[config.mk]
export PLATFORM = sky130hd
export DESIGN_NAME = coupler_sample_read_port
export DESIGN_NICKNAME = d
export VERILOG_FILES = /design/src/logic/coupler_pkg.sv /design/src/logic/coupler_sample_read_port.sv
export VERILOG_INCLUDE_DIRS = /design/src /design/src/logic
export SDC_FILE = /design/constraint.sdc
export NUM_CORES = 1
export LEC_CHECK = 0
export BUFFER_PORTS_ARGS = -buffer_cell sky130_fd_sc_hd__buf_2
export CAP_MARGIN = 20
export CELL_PAD_IN_SITES_DETAIL_PLACEMENT = 1
export CELL_PAD_IN_SITES_GLOBAL_PLACEMENT = 1
export CORE_UTILIZATION = 41
export CTS_CLUSTER_SIZE = 8
export DETAILED_ROUTE_END_ITERATION = 10
export PLACE_DENSITY_LB_ADDON = 0.15
export SETUP_SLACK_MARGIN = 0.15
export SYNTH_ARGS = -nofsm -noshare
export SYNTH_HDL_FRONTEND = slang
export SYNTH_SLANG_ARGS = --single-unit
[constraint.sdc]
create_clock -name ref_clk -period 7.2 [get_ports ref_clk]
set_input_delay 0 -clock ref_clk [delete_from_list [all_inputs] [get_ports ref_clk]]
set_output_delay 0 -clock ref_clk [all_outputs]
set_load 0.05 [all_outputs]
[src/logic/coupler_params.svh]
// Constants of the coupler sample read port: offsets, fields, reset values and codes.
// How it works
// - Displacement sample returns first-char displacement low byte, present-char high byte.
// - Status-word sample returns the processor-written status on low 12 bits except bit 8.
// - Status-word bit 8 carries the top bit of the 17-bit present address.
// - Coupler-status sample returns the current internal condition flags.
// - Coupler-status read clears non-alarm conditions but keeps order-word-loaded pending.
// - Order-word sample returns the order word register on low 12 bits.
// - Order-word read clears the loaded flag; the order-loaded interrupt status bit stays set until written one.
// - Respond only to equipment address 1100 or 1101.
// - Command bit 3 zero means sample, one means set; a sample also needs bit 2 zero.
// - Peripheral order word loads register, sets loaded flag, raises interrupt.
// - Hold empty acknowledge while the previous order word is unread.
`ifndef COUPLER_PARAMS_SVH
`define COUPLER_PARAMS_SVH

// ----------------------------------------------------------------
// Register byte offsets on the APB side
// ----------------------------------------------------------------
`define CSP_OFF_CMD 8'h00
`define CSP_OFF_DATA 8'h04
`define CSP_OFF_FLAGS 8'h08
`define CSP_OFF_IRQ_STAT 8'h0C
`define CSP_OFF_IRQ_MASK 8'h10
`define CSP_OFF_LAST_CMD 8'h14

// ----------------------------------------------------------------
// Command word fields
// ----------------------------------------------------------------
`define CSP_CMD_ZERO_HI 15
`define CSP_CMD_ZERO_LO 11
`define CSP_CMD_EQ_HI 10
`define CSP_CMD_EQ_LO 7
`define CSP_CMD_FN_HI 6
`define CSP_CMD_FN_LO 4
`define CSP_CMD_DIR_BIT 3
`define CSP_CMD_AUX_BIT 2
`define CSP_EQ_FIRST 4'hC
`define CSP_EQ_SECOND 4'hD

// ----------------------------------------------------------------
// Sample function codes (bits 6..4 with bits 3..2 zero)
// ----------------------------------------------------------------
`define CSP_FN_MA_ZERO 3'h0
`define CSP_FN_MA 3'h1
`define CSP_FN_DISP 3'h3
`define CSP_FN_PROC_STATUS 3'h4
`define CSP_FN_CPL_STATUS 3'h5
`define CSP_FN_ORDER 3'h6

// ----------------------------------------------------------------
// Flag positions and reset values
// ----------------------------------------------------------------
`define CSP_ORDER_LOADED_BIT 4
`define CSP_STATUS_MSB_BIT 8
`define CSP_ALARM_MASK 16'h0003
`define CSP_IRQ_ORDER_LOADED 0
`define CSP_IRQ_SAMPLE_DONE 1
`define CSP_IRQ_IGNORED 2
`define CSP_IRQ_CONDITION 3
`define CSP_IRQ_RESET 4'h0
`define CSP_MASK_RESET 4'h0
`define CSP_CMD_RESET 16'h0000

`endif

[src/logic/coupler_pkg.sv]
// Types shared by the coupler sample read port.
package coupler_pkg;

    // ----------------------------------------------------------------
    // APB answer phase
    // ----------------------------------------------------------------
    typedef enum logic [0:0] {
        APB_IDLE = 1'b0,
        APB_ANSWER = 1'b1
    } apb_phase_t;

    // ----------------------------------------------------------------
    // Carriers
    // ----------------------------------------------------------------
    typedef struct packed {
        logic valid;
        logic [11:0] word;
    } order_req_t;

    typedef struct packed {
        logic valid;
        logic [15:0] data;
    } sample_out_t;

    typedef struct packed {
        logic [7:0] first_char_displacement;
        logic [7:0] present_char_displacement;
        logic [11:0] proc_status;
        logic [16:0] present_addr;
    } coupler_view_t;

    // ----------------------------------------------------------------
    // Whole state of the block
    // ----------------------------------------------------------------
    typedef struct packed {
        apb_phase_t phase;
        logic pready;
        logic pslverr;
        logic [31:0] prdata;
        logic [15:0] last_cmd;
        sample_out_t sample;
        logic [15:0] cond;
        logic order_word_loaded_flag;
        logic [11:0] order_word;
        logic order_ack;
        logic [3:0] irq_stat;
        logic [3:0] irq_mask;
        logic irq;
        logic proc_int;
    } state_t;

endpackage : coupler_pkg

[src/logic/coupler_sample_read_port.sv]
// Sample (read) side of the coupler command port with an APB register front end.
//
// The placing of the registers and the APB register port were decided locally.
`include "coupler_params.svh"

module coupler_sample_read_port #(
    parameter logic [15:0] ALARM_MASK = `CSP_ALARM_MASK
) (
    input wire logic ref_clk,
    input wire logic rst,
    input wire logic psel,
    input wire logic penable,
    input wire logic pwrite,
    input wire logic [7:0] paddr,
    input wire logic [31:0] pwdata,
    output logic [31:0] prdata,
    output logic pready,
    output logic pslverr,
    input wire coupler_pkg::coupler_view_t view,
    input wire logic [15:0] cond_event,
    input wire coupler_pkg::order_req_t order_req,
    output logic order_ack,
    output coupler_pkg::sample_out_t sample,
    output logic proc_int,
    output logic irq
);

    // ----------------------------------------------------------------
    // Helpers
    // ----------------------------------------------------------------

    // True when the command addresses this coupler.
    function automatic logic eq_match(input logic [15:0] cmd);
        logic ok;
        ok = (cmd[`CSP_CMD_ZERO_HI:`CSP_CMD_ZERO_LO] == 5'h00);
        return ok && ((cmd[`CSP_CMD_EQ_HI:`CSP_CMD_EQ_LO] == `CSP_EQ_FIRST)
            || (cmd[`CSP_CMD_EQ_HI:`CSP_CMD_EQ_LO] == `CSP_EQ_SECOND));
    endfunction : eq_match

    // Coupler condition flags as software sees them.
    function automatic logic [15:0] flag_view(input logic [15:0] cond, input logic loaded);
        logic [15:0] f;
        f = cond;
        f[`CSP_ORDER_LOADED_BIT] = loaded;
        return f;
    endfunction : flag_view

    coupler_pkg::state_t st_q;
    coupler_pkg::state_t st_d;

    logic access;
    logic done;
    logic wr_done;
    logic mapped;
    logic cmd_issue;
    logic cmd_hit;
    logic is_sample;
    logic [2:0] fn;
    logic [15:0] cmd;
    logic [15:0] rd_word;
    logic [15:0] cond_in;
    logic [15:0] flags_now;
    logic [3:0] irq_evt;
    logic order_take;
    logic order_read;
    logic status_read;

    always_comb begin
        st_d = st_q;
        access = psel && penable;
        done = access && st_q.pready;
        wr_done = done && pwrite;
        mapped = (paddr == `CSP_OFF_CMD) || (paddr == `CSP_OFF_DATA)
            || (paddr == `CSP_OFF_FLAGS) || (paddr == `CSP_OFF_IRQ_STAT)
            || (paddr == `CSP_OFF_IRQ_MASK) || (paddr == `CSP_OFF_LAST_CMD);
        cmd = pwdata[15:0];
        fn = cmd[`CSP_CMD_FN_HI:`CSP_CMD_FN_LO];
        cmd_issue = wr_done && (paddr == `CSP_OFF_CMD);
        cmd_hit = cmd_issue && eq_match(cmd);
        is_sample = !cmd[`CSP_CMD_DIR_BIT] && !cmd[`CSP_CMD_AUX_BIT];
        cond_in = cond_event & ~(16'h0001 << `CSP_ORDER_LOADED_BIT);
        flags_now = flag_view(st_q.cond, st_q.order_word_loaded_flag);
        status_read = 1'b0;
        order_read = 1'b0;
        rd_word = 16'h0000;

        // ----------------------------------------------------------------
        // Sample command decode
        // ----------------------------------------------------------------
        if (cmd_hit && is_sample) begin
            case (fn)
                `CSP_FN_MA_ZERO: begin
                    rd_word[8:0] = view.present_addr[16:8];
                end
                `CSP_FN_MA: begin
                    rd_word = view.present_addr[15:0];
                end
                `CSP_FN_DISP: begin
                    rd_word = {view.present_char_displacement,
                        view.first_char_displacement};
                end
                `CSP_FN_PROC_STATUS: begin
                    rd_word[11:0] = view.proc_status;
                    rd_word[`CSP_STATUS_MSB_BIT] = view.present_addr[16];
                end
                `CSP_FN_CPL_STATUS: begin
                    rd_word = flags_now;
                    status_read = 1'b1;
                end
                `CSP_FN_ORDER: begin
                    rd_word[11:0] = st_q.order_word;
                    order_read = 1'b1;
                end
                default: begin
                    rd_word = 16'h0000;
                end
            endcase
        end

        // ----------------------------------------------------------------
        // Sample result and last command
        // ----------------------------------------------------------------
        st_d.sample.valid = 1'b0;
        if (cmd_issue) begin
            st_d.last_cmd = cmd;
        end
        if (cmd_hit && is_sample) begin
            st_d.sample.valid = 1'b1;
            st_d.sample.data = rd_word;
        end

        // ----------------------------------------------------------------
        // Coupler conditions; a new event wins over the read clear
        // ----------------------------------------------------------------
        if (status_read) begin
            st_d.cond = (st_q.cond & ALARM_MASK) | cond_in;
        end else begin
            st_d.cond = st_q.cond | cond_in;
        end

        // ----------------------------------------------------------------
        // Order word from the peripheral processor
        // ----------------------------------------------------------------
        order_take = order_req.valid && !st_q.order_word_loaded_flag
            && !st_q.order_ack;
        st_d.order_ack = order_take;
        if (order_take) begin
            st_d.order_word = order_req.word;
            st_d.order_word_loaded_flag = 1'b1;
        end else if (order_read) begin
            st_d.order_word_loaded_flag = 1'b0;
        end
        st_d.proc_int = |flag_view(st_d.cond, st_d.order_word_loaded_flag);

        // ----------------------------------------------------------------
        // Interrupt status, mask and line
        // ----------------------------------------------------------------
        irq_evt = 4'h0;
        irq_evt[`CSP_IRQ_ORDER_LOADED] = order_take;
        irq_evt[`CSP_IRQ_SAMPLE_DONE] = cmd_hit && is_sample;
        irq_evt[`CSP_IRQ_IGNORED] = cmd_issue && !(cmd_hit && is_sample);
        irq_evt[`CSP_IRQ_CONDITION] = |cond_in;
        st_d.irq_stat = st_q.irq_stat | irq_evt;
        if (wr_done && (paddr == `CSP_OFF_IRQ_STAT)) begin
            st_d.irq_stat = (st_q.irq_stat & ~pwdata[3:0]) | irq_evt;
        end
        if (wr_done && (paddr == `CSP_OFF_IRQ_MASK)) begin
            st_d.irq_mask = pwdata[3:0];
        end
        st_d.irq = |(st_d.irq_stat & st_d.irq_mask);

        // ----------------------------------------------------------------
        // APB slave: one wait state, then pready for one cycle
        // ----------------------------------------------------------------
        case (st_q.phase)
            coupler_pkg::APB_IDLE: begin
                st_d.pready = 1'b0;
                st_d.pslverr = 1'b0;
                if (access) begin
                    st_d.phase = coupler_pkg::APB_ANSWER;
                    st_d.pready = 1'b1;
                    st_d.pslverr = !mapped;
                    st_d.prdata = 32'h0000_0000;
                    if (!pwrite) begin
                        case (paddr)
                            `CSP_OFF_DATA: st_d.prdata = {16'h0000, st_q.sample.data};
                            `CSP_OFF_FLAGS: st_d.prdata = {16'h0000, flags_now};
                            `CSP_OFF_IRQ_STAT: st_d.prdata = {28'h0000000, st_q.irq_stat};
                            `CSP_OFF_IRQ_MASK: st_d.prdata = {28'h0000000, st_q.irq_mask};
                            `CSP_OFF_LAST_CMD: st_d.prdata = {16'h0000, st_q.last_cmd};
                            default: st_d.prdata = 32'h0000_0000;
                        endcase
                    end
                end
            end
            coupler_pkg::APB_ANSWER: begin
                st_d.phase = coupler_pkg::APB_IDLE;
                st_d.pready = 1'b0;
                st_d.pslverr = 1'b0;
            end
            default: begin
                st_d.phase = coupler_pkg::APB_IDLE;
                st_d.pready = 1'b0;
                st_d.pslverr = 1'b0;
            end
        endcase
    end

    always_ff @(posedge ref_clk or posedge rst) begin
        if (rst) begin
            st_q <= '0;
            st_q.phase <= coupler_pkg::APB_IDLE;
            st_q.last_cmd <= `CSP_CMD_RESET;
            st_q.irq_stat <= `CSP_IRQ_RESET;
            st_q.irq_mask <= `CSP_MASK_RESET;
        end else begin
            st_q <= st_d;
        end
    end

    assign prdata = st_q.prdata;
    assign pready = st_q.pready;
    assign pslverr = st_q.pslverr;
    assign order_ack = st_q.order_ack;
    assign sample = st_q.sample;
    assign proc_int = st_q.proc_int;
    assign irq = st_q.irq;

endmodule : coupler_sample_read_port

==> qor.csv <==
stage,metric,value,unit
synth,ys_dominant_reg_cell,sky130_fd_sc_hd__dfrtp_1,
detailed_routing,detail_route.drc_violations,18,
detailed_routing,postRouteAntennaNets,0,
detailed_routing,dr_vias_cell,5.41,
clock_network,clock-root-buffer,sky130_fd_sc_hd__clkbuf_16,
setup_path,worst_ep_required_time,7440,ps
synth,synthArstFlopShare,1.00,
setup_path,crit_end,proc_int,
synth,synth_warnings,0,
synth,yosys.area_share.simple,0.159,
layout,final_non_filler_cells,760,
place,place_ws,4160,ps
run_status,violated_checks,DRC,
clock_network,cts.sinks,90,
timing,final_min_period_over_clock_period,0.342,
synth,synth_seq_cells,90,
power_and_ir_drop,leakagePower,2.89,nW
setup_path,r2r-end,proc_int,
die,die_area,0.0124,mm²
setup_path,cpPeakStageDelay,530,ps
timing,final_hold_viol_count,0,
min_path,holdCritPathClass,primary input to flop,
global_route,maximum_number_of_pins_on_one_net_before_global_route_repair,61,
synth,syn_inst,478,
die,rows,39,
layout,fraction_of_final_layout_cells_with_drive_strength_greater_than_1,0.319,
place,numPortBuffers,138,
timing,finClkSkew,8.06,ps
detailed_routing,drt_first_iter_violations,160,
detailed_routing,routedWlPerCell,20.2,µm
synth,post_synth_fa_ha_maj_area_fraction,0,
setup_path,critical_path_cell_count,7,
setup_path,worstPathMaxFanout,16,
die,ios,173,
clock_network,ctsHtreeMaxLevel,3,
setup_path,worst_path_max_delay_cell,sky130_fd_sc_hd__dlygate4sd3_1,
timing,fin_tns_setup,0,ps
synth,synth_top_family_by_area,simple AND/OR/NAND/NOR gates,
place,place.gp.congestion,0.804,
layout,syn_to_final_growth,24.3,%
flow_run,max-cap-violations,0,
setup_path,timing.critical_path.max_delay_family,simple AND/OR/NAND/NOR gates,
setup_path,regToRegSetupSlack,4830,ps
synth,synth_compound_gate_area_share,0.145,
global_route,grt_antenna_before_repair,0,
die,dieHeight,111,µm
setup_path,cell_chain_critical_path,dlygate4sd3_1 -> buf_2 -> nor4b_1 -> nand4b_1 -> nor2_4 -> nand3_2 -> a211o_1,
place,place_inst,699,
layout,antenna_cells_inserted,0,
setup_path,worst_setup_path_start_kind,primary input,
timing,slew_violations,0,
power_and_ir_drop,power_density,204,mW/mm²
synth,avgSynthCellArea,10.2,µm²
setup_path,crit_arrival,2700,ps
die,initial_utilization,0.425,
clock_network,insertion_delay,350,ps
layout,num-fill-cells,1307,
synth,netlist_area,0.00490,mm²
layout,design.final.nets,731,
setup_path,critical_path.reg2reg.startpoint,st_q[107],
synth,synth_sequential_area_ratio,0.460,
timing,slew_headroom,0.397,
timing,worst_setup_slack_final,4740,ps
clock_network,cts_inserted_buffers,9,
place,detailed_place_hpwl,10.8,mm
global_route,number_of_global_route_vias_before_repair,4428,
layout,final_area,0.00609,mm²
synth,yosys.area_share.xor_xnor,0,
die,core_box_area,0.0115,mm²
setup_path,cp-startpoint,pwdata[13],
run_status,outcome,"finished, violations left",
timing,finalSetupViolations,0,
timing,rsz0062_at_grt,no,
layout,layout.cells.most_common_list,"sky130_fd_sc_hd__buf_2 (140), sky130_fd_sc_hd__dfrtp_1 (90), sky130_fd_sc_hd__nand2_1 (83), sky130_fd_sc_hd__dlygate4sd3_1 (44), sky130_fd_sc_hd__mux2i_1 (25)",
place,post_dp_cell_area,0.00534,mm²
synth,synth.mux.area_fraction,0.128,
clock_network,worst_setup_hold_path_clk_slew,70,ps
timing,transition_time_of_the_tightest_slew_check_pin,903,ps
global_route,track_usage,0.261,
timing,clock.fmax,0.406,GHz
layout,layout_commonest_cell,sky130_fd_sc_hd__buf_2,
global_route,grt_first_pass_wirelength,24.4,mm
clock_network,clockBufferDepth,2,
detailed_routing,num_vias,4115,
global_route,grt_remaining_overflow,0,
setup_path,timing.critical_path.to_type,flop,
die,floorplan.die.width,111,µm
setup_path,reg2reg_depth,5,
timing,final_critical_delay_including_setup_and_external_delays,2460,ps
detailed_routing,number_of_iterations_in_the_first_detailed_routing_pass,8,
synth,synthDistinctLibCells,54,
power_and_ir_drop,irDropWorstVdd,0.104,mV
setup_path,cp_num_buf_inv,2,
clock_network,clock_tree_from_tritoncts,yes,
setup_path,timing_worst_setup_path_type,primary input to flop,
synth,synth_enable_flop_cells,0,
detailed_routing,routed_wirelength,15.3,mm
## worst min-delay path by stage
stage,from,end,slack [ps],cells after the start
3_3_place_gp,rst,st_q[65],60,2
5_1_grt,view[38],sample[1],40,4
3_5_place_dp,rst,prdata[8],60,2
6_report,view[35],sample[14],10,5
2_1_floorplan,cond_event[10],flags_now[10],90,1
4_1_cts,view[35],sample[14],0.7,5
## synthesized netlist by cell type (3+ instances only)
library cell | instances | area (µm²)
sky130_fd_sc_hd__nor2b_1 | 9 | 56.3
sky130_fd_sc_hd__buf_4 | 50 | 375
sky130_fd_sc_hd__nand2b_1 | 3 | 18.8
sky130_fd_sc_hd__mux4_2 | 5 | 113
sky130_fd_sc_hd__nand2_1 | 83 | 312
sky130_fd_sc_hd__o21ai_1 | 3 | 15.0
sky130_fd_sc_hd__clkbuf_1 | 12 | 45.0
sky130_fd_sc_hd__o2bb2ai_1 | 12 | 105
sky130_fd_sc_hd__a21o_1 | 14 | 105
sky130_fd_sc_hd__buf_6 | 3 | 33.8
sky130_fd_sc_hd__dfrtp_1 | 90 | 2250
sky130_fd_sc_hd__nor4_1 | 6 | 37.5
sky130_fd_sc_hd__nor3_1 | 6 | 30.0
sky130_fd_sc_hd__o21ai_0 | 19 | 95.1
sky130_fd_sc_hd__a22o_1 | 16 | 140
sky130_fd_sc_hd__a31oi_1 | 4 | 25.0
sky130_fd_sc_hd__a21oi_1 | 9 | 45.0
sky130_fd_sc_hd__nand4_1 | 5 | 31.3
sky130_fd_sc_hd__mux2i_1 | 25 | 250
sky130_fd_sc_hd__buf_2 | 12 | 60.1
sky130_fd_sc_hd__a22oi_1 | 8 | 60.1
sky130_fd_sc_hd__mux2_2 | 22 | 248
sky130_fd_sc_hd__nor2_1 | 13 | 48.8
sky130_fd_sc_hd__o22ai_1 | 4 | 25.0
sky130_fd_sc_hd__nand3_1 | 8 | 40.0
## logic make-up after synthesis
logic type / count (synthesis)
AND/OR/NAND/NOR: 154
AO/OA/AOI/OAI: 100
flip-flops: 90
buffers and inverters: 80
multiplexers: 53
other: 1
## metrics by stage
| step | total power [mW] | hold WS, ps | util |
|---|---|---|---|
| 2_1_floorplan | 0.687 | 92.3 | - |
| 3_3_place_gp | 0.734 | 58.3 | 0.462 |
| 3_5_place_dp | 0.743 | 61.1 | 0.463 |
| 4_1_cts | 1.25 | 0.705 | 0.528 |
| 5_1_grt | 1.29 | 36.3 | 0.529 |
| 6_report | 1.24 | 13.8 | 0.529 |
## layer usage
layer / routed length, µm / share of wire / GRT usage / up-vias
met5: 0 / 0 / 0 / -
met3: 1020 / 0.067 / 0.0585 / 18
met1: 6850 / 0.45 / 0.346 / 2034
met4: 374 / 0.024 / 0.100 / 0
li1: - / - / - / 1906
met2: 7080 / 0.46 / 0.416 / 157
## power by group
group | switching [mW] | leakage (nW) | internal (mW)
logic | 0.0968 | 1.62 | 0.0906
registers | 0.0225 | 1.13 | 0.543
clock network | 0.203 | 0.145 | 0.288
total | 0.322 | 2.89 | 0.921
## sequential cells by signal, summed over array words and instances, names as in the netlist
name,cells
flags_now,16
irq,1
order_ack,1
prdata,16
proc_int,1
pslverr,1
sample,17
st_q,37
## worst reg2reg max path: cells and delay by family (launching register included)
kind             cells  cell delay [ps]
AO/OA/AOI/OAI        1              380
flip-flops           1              360
AND/OR/NAND/NOR      4             1520
## final cells by class
type / count / area [µm²] / share of cell area
inverters: 2 / 8.76 / 0.00144
clock buffers: 12 / 256 / 0.0421
flip-flops and latches: 90 / 2250 / 0.370
well taps: 143 / 179 / 0.0294
multi-input cells: 323 / 2180 / 0.358
repair buffers: 186 / 1160 / 0.191
clock inverters: 4 / 50.0 / 0.00822
## repair_timing
action / CTS / global route
resized for setup: 0 / 0
hold buffers: 44 / 0
setup buffers: 0 / 0
hold endpoints to repair: 77 / 0
(Power assumes the default switching activity.)
